<file path="src/design/fwsr_pkg.sv">
// constants for the flash write-status host controller
package fwsr_pkg;
   // clock and bus timing
   localparam int CLK_MHZ = 50;
   localparam int T_SETUP_NS = 20;
   localparam int T_STROBE_NS = 100;
   localparam int T_RECOVER_NS = 40;
   localparam int T_ERASE_GAP_US = 50;

   // least times round up, never below one cycle
   function automatic int ns2cyc(input int ns);
      int c;
      c = (ns * CLK_MHZ + 999) / 1000;
      return (c < 1) ? 1 : c;
   endfunction : ns2cyc

   localparam int SETUP_CYC = ns2cyc(T_SETUP_NS);
   localparam int STROBE_CYC = ns2cyc(T_STROBE_NS);
   localparam int RECOVER_CYC = ns2cyc(T_RECOVER_NS);
   // longest time, rounds down
   localparam int GAP_CYC = T_ERASE_GAP_US * CLK_MHZ;

   // register offsets
   localparam logic [7:0] REG_CTRL = 8'h00;
   localparam logic [7:0] REG_ADDR = 8'h04;
   localparam logic [7:0] REG_WDATA = 8'h08;
   localparam logic [7:0] REG_STATUS = 8'h0C;
   localparam logic [7:0] REG_RDATA = 8'h10;

   // control bits (write-only pulses)
   localparam int CTRL_WRITE = 0;
   localparam int CTRL_POLL = 1;
   localparam int CTRL_READ = 2;
   localparam int CTRL_ABORT = 3;

   // status bits; done and fail are write-one-to-clear
   localparam int ST_BUSY = 0;
   localparam int ST_DONE = 1;
   localparam int ST_FAIL = 2;
   localparam int ST_READY = 3;
   localparam int ST_WINDOW = 4;
   localparam int ST_GAP_OK = 5;
   localparam int ST_TOGGLE_B = 6;

   // positions on the data lines
   localparam int DQ_TOGGLE_A = 6;
   localparam int DQ_TIME_LIMIT = 5;
   localparam int DQ_WINDOW = 3;
   localparam int DQ_TOGGLE_B = 2;

   // reset values
   localparam logic [7:0] RST_BYTE = 8'h00;

   // poll sequencer states
   typedef enum logic [6:0] {
      FWSR_IDLE = 7'h01,
      FWSR_WR = 7'h02,
      FWSR_RD = 7'h04,
      FWSR_P1 = 7'h08,
      FWSR_P2 = 7'h10,
      FWSR_P3 = 7'h20,
      FWSR_P4 = 7'h40
   } fwsr_state_t;

   // bus cycle phases
   typedef enum logic [3:0] {
      FWSR_CY_IDLE = 4'h1,
      FWSR_CY_SETUP = 4'h2,
      FWSR_CY_STROBE = 4'h4,
      FWSR_CY_RECOVER = 4'h8
   } fwsr_phase_t;
endpackage : fwsr_pkg

</file>
<file path="src/design/fwsr_bus_cycle.sv">
// one asynchronous byte read or write cycle on the flash pins
`timescale 1ns/1ns
module fwsr_bus_cycle #(
   parameter int AW = 22
) (
   // clock and reset
   input wire logic clk_i,
   input wire logic rst_i,
   // request side
   input wire logic start_i,
   input wire logic write_i,
   input wire logic [AW-1:0] addr_i,
   input wire logic [7:0] wdata_i,
   output logic busy_o,
   output logic done_o,
   output logic [7:0] rdata_o,
   // flash pins
   output logic [AW-1:0] addr_o,
   input wire logic [7:0] data_lines_i,
   output logic [7:0] data_lines_o,
   output logic data_lines_oe_o,
   output logic chip_select_n_o,
   output logic output_strobe_n_o,
   output logic write_strobe_n_o
);
   fwsr_pkg::fwsr_phase_t phase, next_phase;
   logic [7:0] cnt, next_cnt;
   logic is_wr, next_is_wr;
   logic [AW-1:0] next_addr;
   logic [7:0] next_wdata, next_rdata;
   logic next_done;
   logic [7:0] dq_meta, dq_sync;

   // pad data is asynchronous: two flops before capture
   always_ff @(posedge clk_i) begin
      dq_meta <= data_lines_i;
      dq_sync <= dq_meta;
   end

   // phase sequencing
   always_comb begin
      next_phase = phase;
      next_cnt = cnt;
      next_is_wr = is_wr;
      next_addr = addr_o;
      next_wdata = data_lines_o;
      next_rdata = rdata_o;
      next_done = 1'b0;
      case (phase)
         fwsr_pkg::FWSR_CY_IDLE: begin
            if (start_i) begin
               next_phase = fwsr_pkg::FWSR_CY_SETUP;
               next_cnt = 8'(fwsr_pkg::SETUP_CYC - 1);
               next_is_wr = write_i;
               next_addr = addr_i;
               next_wdata = wdata_i;
            end
         end
         fwsr_pkg::FWSR_CY_SETUP: begin
            if (cnt == 8'h00) begin
               next_phase = fwsr_pkg::FWSR_CY_STROBE;
               next_cnt = 8'(fwsr_pkg::STROBE_CYC - 1);
            end else begin
               next_cnt = cnt - 8'h01;
            end
         end
         fwsr_pkg::FWSR_CY_STROBE: begin
            if (cnt == 8'h00) begin
               // strobe long enough to cover access plus sync latency
               if (!is_wr) begin
                  next_rdata = dq_sync;
               end
               next_phase = fwsr_pkg::FWSR_CY_RECOVER;
               next_cnt = 8'(fwsr_pkg::RECOVER_CYC - 1);
            end else begin
               next_cnt = cnt - 8'h01;
            end
         end
         fwsr_pkg::FWSR_CY_RECOVER: begin
            if (cnt == 8'h00) begin
               next_phase = fwsr_pkg::FWSR_CY_IDLE;
               next_done = 1'b1;
            end else begin
               next_cnt = cnt - 8'h01;
            end
         end
         default: begin
            next_phase = fwsr_pkg::FWSR_CY_IDLE;
         end
      endcase
   end

   // pins are registered so no glitch reaches the flash
   always_ff @(posedge clk_i) begin
      if (rst_i) begin
         phase <= fwsr_pkg::FWSR_CY_IDLE;
         cnt <= 8'h00;
         is_wr <= 1'b0;
         addr_o <= '0;
         data_lines_o <= fwsr_pkg::RST_BYTE;
         rdata_o <= fwsr_pkg::RST_BYTE;
         done_o <= 1'b0;
         busy_o <= 1'b0;
         data_lines_oe_o <= 1'b0;
         chip_select_n_o <= 1'b1;
         output_strobe_n_o <= 1'b1;
         write_strobe_n_o <= 1'b1;
      end else begin
         phase <= next_phase;
         cnt <= next_cnt;
         is_wr <= next_is_wr;
         addr_o <= next_addr;
         data_lines_o <= next_wdata;
         rdata_o <= next_rdata;
         done_o <= next_done;
         busy_o <= (next_phase != fwsr_pkg::FWSR_CY_IDLE);
         // data held through recover for write hold time
         data_lines_oe_o <= next_is_wr && (next_phase != fwsr_pkg::FWSR_CY_IDLE);
         chip_select_n_o <= (next_phase == fwsr_pkg::FWSR_CY_IDLE);
         // each read is a full strobe pulse so toggle bits advance
         output_strobe_n_o <= !(next_phase == fwsr_pkg::FWSR_CY_STROBE && !next_is_wr);
         // commands latch on the strobe rising edge
         write_strobe_n_o <= !(next_phase == fwsr_pkg::FWSR_CY_STROBE && next_is_wr);
      end
   end
endmodule : fwsr_bus_cycle

</file>
<file path="src/design/fwsr_host.sv">
// host controller: apb registers, flash cycles and toggle-bit polling
//
// How it works
// - host reads twice, compares toggle bit
// - toggling with time limit: recheck, then fail
// - abandoned polling restarts from first step
// - after failure only reset command helps
// - host checks window flag around extra erases
// - extra sector loads within 50us
//
// Design decisions made here: the register addresses and the APB interface to the registers.
`timescale 1ns/1ns
module fwsr_host #(
   parameter int AW = 22
) (
   // clock and reset
   input wire logic clk_i,
   input wire logic rst_i,
   // apb slave
   input wire logic psel_i,
   input wire logic penable_i,
   input wire logic pwrite_i,
   input wire logic [7:0] paddr_i,
   input wire logic [31:0] pwdata_i,
   output logic [31:0] prdata_o,
   output logic pready_o,
   output logic pslverr_o,
   // flash pins
   output logic [AW-1:0] addr_o,
   input wire logic [7:0] data_lines_i,
   output logic [7:0] data_lines_o,
   output logic data_lines_oe_o,
   output logic chip_select_n_o,
   output logic output_strobe_n_o,
   output logic write_strobe_n_o,
   input wire logic ready_busy_output_i
);
   fwsr_pkg::fwsr_state_t state, next_state;
   logic [AW-1:0] addr_reg, next_addr_reg;
   logic [7:0] wdata_reg, next_wdata_reg;
   logic [7:0] last_rd, next_last_rd;
   logic [7:0] first_rd, next_first_rd;
   logic done_flag, next_done_flag;
   logic fail_flag, next_fail_flag;
   logic tog_b, next_tog_b;
   logic start, next_start;
   logic start_wr, next_start_wr;
   logic [11:0] gap_cnt, next_gap_cnt;
   logic [31:0] next_prdata;
   logic next_pready, next_pslverr;
   logic rb_meta, rb_sync;
   logic cyc_busy, cyc_done;
   logic [7:0] cyc_rdata;
   logic wr_acc, ctrl_wr, ready_to_start;

   // returns 1 when the two reads differ on the given bit
   function automatic logic bit_moved(input logic [7:0] a, input logic [7:0] b, input int pos);
      return a[pos] ^ b[pos];
   endfunction : bit_moved

   // ready line is an open-drain pin from outside: synchronise
   always_ff @(posedge clk_i) begin
      rb_meta <= ready_busy_output_i;
      rb_sync <= rb_meta;
   end

   fwsr_bus_cycle #(
      .AW(AW)
   ) u_cycle (
      .clk_i(clk_i),
      .rst_i(rst_i),
      .start_i(start),
      .write_i(start_wr),
      .addr_i(addr_reg),
      .wdata_i(wdata_reg),
      .busy_o(cyc_busy),
      .done_o(cyc_done),
      .rdata_o(cyc_rdata),
      .addr_o(addr_o),
      .data_lines_i(data_lines_i),
      .data_lines_o(data_lines_o),
      .data_lines_oe_o(data_lines_oe_o),
      .chip_select_n_o(chip_select_n_o),
      .output_strobe_n_o(output_strobe_n_o),
      .write_strobe_n_o(write_strobe_n_o)
   );

   assign wr_acc = psel_i && penable_i && pready_o && pwrite_i;
   assign ctrl_wr = wr_acc && (paddr_i == fwsr_pkg::REG_CTRL);
   // new orders only when nothing is in flight; otherwise ignored
   assign ready_to_start = (state == fwsr_pkg::FWSR_IDLE) && !cyc_busy && !start;

   // sequencer and polling algorithm
   always_comb begin
      next_state = state;
      next_addr_reg = addr_reg;
      next_wdata_reg = wdata_reg;
      next_last_rd = last_rd;
      next_first_rd = first_rd;
      next_done_flag = done_flag;
      next_fail_flag = fail_flag;
      next_tog_b = tog_b;
      next_start = 1'b0;
      next_start_wr = start_wr;
      next_gap_cnt = gap_cnt;
      if (gap_cnt != 12'(fwsr_pkg::GAP_CYC)) begin
         next_gap_cnt = gap_cnt + 12'h001;
      end
      if (wr_acc && paddr_i == fwsr_pkg::REG_ADDR) begin
         next_addr_reg = pwdata_i[AW-1:0];
      end
      if (wr_acc && paddr_i == fwsr_pkg::REG_WDATA) begin
         next_wdata_reg = pwdata_i[7:0];
      end
      // write-one-to-clear; a set below in the same cycle wins
      if (wr_acc && paddr_i == fwsr_pkg::REG_STATUS) begin
         if (pwdata_i[fwsr_pkg::ST_DONE]) begin
            next_done_flag = 1'b0;
         end
         if (pwdata_i[fwsr_pkg::ST_FAIL]) begin
            next_fail_flag = 1'b0;
         end
      end
      case (state)
         fwsr_pkg::FWSR_IDLE: begin
            if (ctrl_wr && ready_to_start) begin
               if (pwdata_i[fwsr_pkg::CTRL_WRITE]) begin
                  // reset command after a failure is just a write sequence
                  next_state = fwsr_pkg::FWSR_WR;
                  next_start = 1'b1;
                  next_start_wr = 1'b1;
               end else if (pwdata_i[fwsr_pkg::CTRL_POLL]) begin
                  next_state = fwsr_pkg::FWSR_P1;
                  next_start = 1'b1;
                  next_start_wr = 1'b0;
               end else if (pwdata_i[fwsr_pkg::CTRL_READ]) begin
                  next_state = fwsr_pkg::FWSR_RD;
                  next_start = 1'b1;
                  next_start_wr = 1'b0;
               end
            end
         end
         fwsr_pkg::FWSR_WR: begin
            if (cyc_done) begin
               next_state = fwsr_pkg::FWSR_IDLE;
               next_done_flag = 1'b1;
               // spacing of extra erase loads is timed from here
               next_gap_cnt = 12'h000;
            end
         end
         fwsr_pkg::FWSR_RD: begin
            if (cyc_done) begin
               next_state = fwsr_pkg::FWSR_IDLE;
               next_last_rd = cyc_rdata;
               next_done_flag = 1'b1;
            end
         end
         fwsr_pkg::FWSR_P1, fwsr_pkg::FWSR_P3: begin
            if (cyc_done) begin
               next_first_rd = cyc_rdata;
               next_last_rd = cyc_rdata;
               next_state = (state == fwsr_pkg::FWSR_P1) ? fwsr_pkg::FWSR_P2
                                                         : fwsr_pkg::FWSR_P4;
               next_start = 1'b1;
            end
         end
         fwsr_pkg::FWSR_P2: begin
            if (cyc_done) begin
               next_last_rd = cyc_rdata;
               next_tog_b = bit_moved(first_rd, cyc_rdata, fwsr_pkg::DQ_TOGGLE_B);
               if (!bit_moved(first_rd, cyc_rdata, fwsr_pkg::DQ_TOGGLE_A)) begin
                  next_state = fwsr_pkg::FWSR_IDLE;
                  next_done_flag = 1'b1;
               end else if (cyc_rdata[fwsr_pkg::DQ_TIME_LIMIT]) begin
                  // toggling may have stopped just as the flag rose
                  next_state = fwsr_pkg::FWSR_P3;
                  next_start = 1'b1;
               end else begin
                  // keep monitoring with a fresh pair of reads
                  next_state = fwsr_pkg::FWSR_P1;
                  next_start = 1'b1;
               end
            end
         end
         fwsr_pkg::FWSR_P4: begin
            if (cyc_done) begin
               next_last_rd = cyc_rdata;
               next_state = fwsr_pkg::FWSR_IDLE;
               if (bit_moved(first_rd, cyc_rdata, fwsr_pkg::DQ_TOGGLE_A)) begin
                  next_fail_flag = 1'b1;
               end else begin
                  next_done_flag = 1'b1;
               end
            end
         end
         default: begin
            next_state = fwsr_pkg::FWSR_IDLE;
         end
      endcase
      // abort drops the poll; next poll starts over from the first pair
      if (ctrl_wr && pwdata_i[fwsr_pkg::CTRL_ABORT] && state != fwsr_pkg::FWSR_WR) begin
         next_state = fwsr_pkg::FWSR_IDLE;
         next_start = 1'b0;
      end
   end

   // apb answer: registered, ready in the first access cycle, no wait state
   always_comb begin
      next_pready = psel_i && !penable_i;
      next_pslverr = 1'b0;
      next_prdata = 32'h0000_0000;
      if (psel_i && !penable_i) begin
         case (paddr_i)
            fwsr_pkg::REG_CTRL: next_prdata = 32'h0000_0000;
            fwsr_pkg::REG_ADDR: next_prdata = 32'(addr_reg);
            fwsr_pkg::REG_WDATA: next_prdata = 32'(wdata_reg);
            fwsr_pkg::REG_STATUS: begin
               next_prdata[fwsr_pkg::ST_BUSY] = (state != fwsr_pkg::FWSR_IDLE) || cyc_busy;
               next_prdata[fwsr_pkg::ST_DONE] = done_flag;
               next_prdata[fwsr_pkg::ST_FAIL] = fail_flag;
               next_prdata[fwsr_pkg::ST_READY] = rb_sync;
               next_prdata[fwsr_pkg::ST_WINDOW] = last_rd[fwsr_pkg::DQ_WINDOW];
               next_prdata[fwsr_pkg::ST_GAP_OK] = gap_cnt < 12'(fwsr_pkg::GAP_CYC);
               next_prdata[fwsr_pkg::ST_TOGGLE_B] = tog_b;
            end
            fwsr_pkg::REG_RDATA: next_prdata = 32'(last_rd);
            default: next_pslverr = 1'b1;
         endcase
      end
   end

   // state registers
   always_ff @(posedge clk_i) begin
      if (rst_i) begin
         state <= fwsr_pkg::FWSR_IDLE;
         addr_reg <= '0;
         wdata_reg <= fwsr_pkg::RST_BYTE;
         last_rd <= fwsr_pkg::RST_BYTE;
         first_rd <= fwsr_pkg::RST_BYTE;
         done_flag <= 1'b0;
         fail_flag <= 1'b0;
         tog_b <= 1'b0;
         start <= 1'b0;
         start_wr <= 1'b0;
         gap_cnt <= 12'(fwsr_pkg::GAP_CYC);
         prdata_o <= 32'h0000_0000;
         pready_o <= 1'b0;
         pslverr_o <= 1'b0;
      end else begin
         state <= next_state;
         addr_reg <= next_addr_reg;
         wdata_reg <= next_wdata_reg;
         last_rd <= next_last_rd;
         first_rd <= next_first_rd;
         done_flag <= next_done_flag;
         fail_flag <= next_fail_flag;
         tog_b <= next_tog_b;
         start <= next_start;
         start_wr <= next_start_wr;
         gap_cnt <= next_gap_cnt;
         prdata_o <= next_prdata;
         pready_o <= next_pready;
         pslverr_o <= next_pslverr;
      end
   end
endmodule : fwsr_host

</file>
<file path="config.mk">
export PLATFORM = sky130hd
export DESIGN_NAME = fwsr_host
export DESIGN_NICKNAME = d
export VERILOG_FILES = /design/src/design/fwsr_pkg.sv /design/src/design/fwsr_bus_cycle.sv /design/src/design/fwsr_host.sv
export SDC_FILE = /design/constraint.sdc
export NUM_CORES = 1
export LEC_CHECK = 0
export ABC_CLOCK_PERIOD_IN_PS = 2400
export BUFFER_PORTS_ARGS = -buffer_cell sky130_fd_sc_hd__clkbuf_2
export CAP_MARGIN = 20
export CORE_ASPECT_RATIO = 0.9
export CORE_UTILIZATION = 25
export DETAILED_ROUTE_END_ITERATION = 7
export PLACE_DENSITY = 0.38
export SLEW_MARGIN = 10
export SYNTH_ARGS = -nofsm -noshare
export SYNTH_HDL_FRONTEND = slang
export SYNTH_SLANG_ARGS = --single-unit
</file>
<file path="constraint.sdc">
create_clock -name clk_i -period 2.4 [get_ports clk_i]
set_clock_uncertainty 0.05 [all_clocks]
set_input_delay 0.24 -clock clk_i [delete_from_list [all_inputs] [get_ports clk_i]]
set_output_delay 0.24 -clock clk_i [all_outputs]
set_load 0.01 [all_outputs]
</file>
==> results by group <==
Synth
  • Post-synth cell types: 63
  • Count leader, synth: dfxtp_1
  • Mapped Cells: 740
  • Yosys top cell area share: 50.6%
  • Synth area leaders: dfxtp_1 (51%), nand2_1 (8.5%), a21oi_1 (6.1%)
  • Post-synthesis async set-or-reset flop share: 0%
  • Number of synthesized flops with an enable pin: 0
  • Commonest cells in the netlist: dfxtp_1 (163), nand2_1 (146), a21oi_1 (78)
  • Sequential share of the synthesized area: 50.6%
  • Yosys top cell by area: dfxtp_1
  • Synth Register Bits: 163
  • Synthesized area per cell: 8.72 µm²
  • Yosys Warn Count: 0
  • Top_reg_cell synth: dfxtp_1
  • Cell area after synthesis: 0.00645 mm²

Clock tree
  • CTS sink count: 163
  • H-tree Lvls: 4
  • CTS root buf: clkbuf_16
  • TritonCTS Buffers: 17
  • CTS max path bufs: 2
  • CTS tree: done
  • Setup Buffers After CTS: 0
  • Post_cts resized: 0
  • Hold Buf Count CTS: 25
  • Worst skew pair latency: 0.43 ns
  • Clk slew on worst S/H paths: 0.07 ns

STA
  • Unrepaired setup endpoints after global routing: no
  • Hold Vio Cnt, Final: 0
  • Tcrit/Tclk final: 90.0%
  • Setup TNS: 0 ns
  • Relative slew margins: 49.6%
  • Setup-failing EPs final: 0
  • Max Transition Viols Final: 0
  • Slew at the pin closest to its max-slew limit: 0.753 ns
  • Fin crit period: 2.16 ns
  • Max frequency: 0.463 GHz

Worst hold path
  • Min-delay worst type: primary input to flop

Floorplanning
  • Floorplan row count: 55
  • Initial Utilization: 25.5%
  • IO Pins: 122
  • Overall die height: 154 µm
  • DIE WIDTH: 171 µm
  • Die ar.: 0.0264 mm²
  • Std-Cell Core Area: 0.0253 mm²

Worst setup path
  • Crit Path Max Fanout: 8
  • Setup crit end: state[5]
  • R2R cell count: 6
  • CP endpoint kind: flop
  • Capture point of the worst reg-to-reg path: state[5]
  • CP Launch Type: flop
  • Worst R2R Start: state[5]
  • Crit Path Category: flop to flop
  • R2R Setup Slk: 0.24 ns
  • Crit path DAT: 2.46 ns
  • Crit path launch: state[5]
  • Required @ worst endpoint: 2.70 ns

Detailed routing
  • Post-route ant nets: 0
  • WL per Instance: 15.1 µm
  • Vias per std cell: 4.39
  • DRC: 0
  • Drt first pass iters: 5
  • Final WL: 18.6 mm
  • Routed via count: 5,407
  • 1st-iter DRT viols: 323

Placed design
  • DPL Wire Length: 13.3 mm
  • RePlAce Congestion: 0.744
  • Placed Area: 0.00744 mm²
  • Post-placement cell count: 1,174
  • IO buf count: 101

Outcome
  • Outcome: completed

Global routing
  • Total GRT Usage: 14.5%
  • Vias in the first global route: 5,134
  • Total gr overflow: 0
  • First-pass GRT wire length: 28.9 mm
  • Largest net degree at the start of global routing: 57
  • Initial antenna violation count: 0

Cells and area
  • Ratio of cells with drive above 1 in the final layout: 20.5%
  • Filler cell count in the final layout: 2,710
  • Inserted Diodes: 0
  • Area Growth Syn to Fin: 28.7%
  • Nets@finish: 934
  • Non-filler cells, final: 1,231
  • Final non-filler cell area: 0.00830 mm²

Power
  • Pleak: 3.33 nW
  • VDD IR max: 416 µV
  • Power per cell area: 691 mW/mm²

Flow run
  • Max Cap Viol: 0
-- where the power goes --
part           switching, mW  internal [mW]  leakage, nW
Combinational          0.111         0.0856         1.71
Sequential           0.00858           2.72         1.32
Clock                   1.31           1.50        0.299
-- area by class of cell --
cell class | instances | area [µm²] | share of cell area, %
clock buffer | 17 | 425 | 5.13
clock inverter | 15 | 185 | 2.23
inverter | 12 | 45.0 | 0.543
multi-input combinational | 520 | 2900 | 34.9
sequential | 163 | 3260 | 39.3
tap | 342 | 428 | 5.16
timing repair buffer | 162 | 1050 | 12.7
-- cells by family (layout without fill, tap and decap cells) --
kind of cell	after synthesis	count (layout)	share of synthesized area (%)
adders and majority gates	4	4	0.776
muxes	25	25	3.88
buffers and inverters	66	206	4.97
xor gates and xnor gates	21	21	2.85
and+or+nand+nor	317	317	23.6
AOI/OAI and AO/OA	143	143	13.2
other	1	10	0.0581
DFF	163	163	50.6
-- cells in the final DEF, fill, tap and decap left out, types with 4 or more instances in the layout --
cell type      count
xor2_1            15
xnor2_1            6
clkbuf_16         17
a222oi_1           5
a22o_1             6
o21ai_0           22
nor4_1             4
buf_4             35
ha_1               4
inv_1             12
nand4_1            7
mux2i_1           25
nor2b_1            5
and2_1            16
clkinv_4           4
nand3b_1           6
conb_1            10
and3_1             4
dfxtp_1          163
nand3_1           23
nor3_1            13
clkbuf_2         100
or3_1              8
nand2_1          146
a21oi_1           78
dlygate4sd3_1     25
nor2_1            56
inv_8              4
o21bai_1           5
-- layer usage --
metal  GRT usage (%)  up-vias  share of wire [%]
met1            20.8     2493                 52
li1                -     2793                  -
met4            5.10        0                1.6
met3            2.58       18                2.8
met5               0        -                  0
met2            21.4      103                 43
-- how the worst min path moves through the flow --
stage	startpoint	to	slack (ns)	cells after the start
after CTS	pwdata_i[5]	addr_reg[5]	0.002	3
after global routing	pwdata_i[5]	addr_reg[5]	0.03	3
after global placement	u_cycle.dq_meta[5]	u_cycle.dq_sync[5]	0.26	0
after floorplan	ready_busy_output_i	rb_meta	0.22	0
after detailed placement	u_cycle.dq_meta[7]	u_cycle.dq_sync[7]	0.26	0
final	pwdata_i[5]	wdata_reg[5]	0.02	3
-- worst max-delay path, stage by stage (launching register included) --
cell	delay (ns)
dfxtp_1	0.32
nor3_1	0.37
nand4b_1	0.21
a31oi_1	0.67
buf_4	0.25
nand3_1	0.08
mux2i_1	0.14
-- metrics by stage --
stage | utilization (%) | hold slack [ns] | power (mW) | setup slack [ns]
2_1_floorplan | - | 0.218 | 2.89 | 0.559
3_3_place_gp | 29.5 | 0.262 | 2.96 | 0.239
3_5_place_dp | 29.5 | 0.263 | 2.96 | 0.251
4_1_cts | 32.9 | 0.00210 | 5.83 | 0.229
5_1_grt | 32.9 | 0.0265 | 5.94 | 0.0501
6_report | 32.9 | 0.0158 | 5.73 | 0.240
Note: power is estimated with default switching activity, not from simulation.
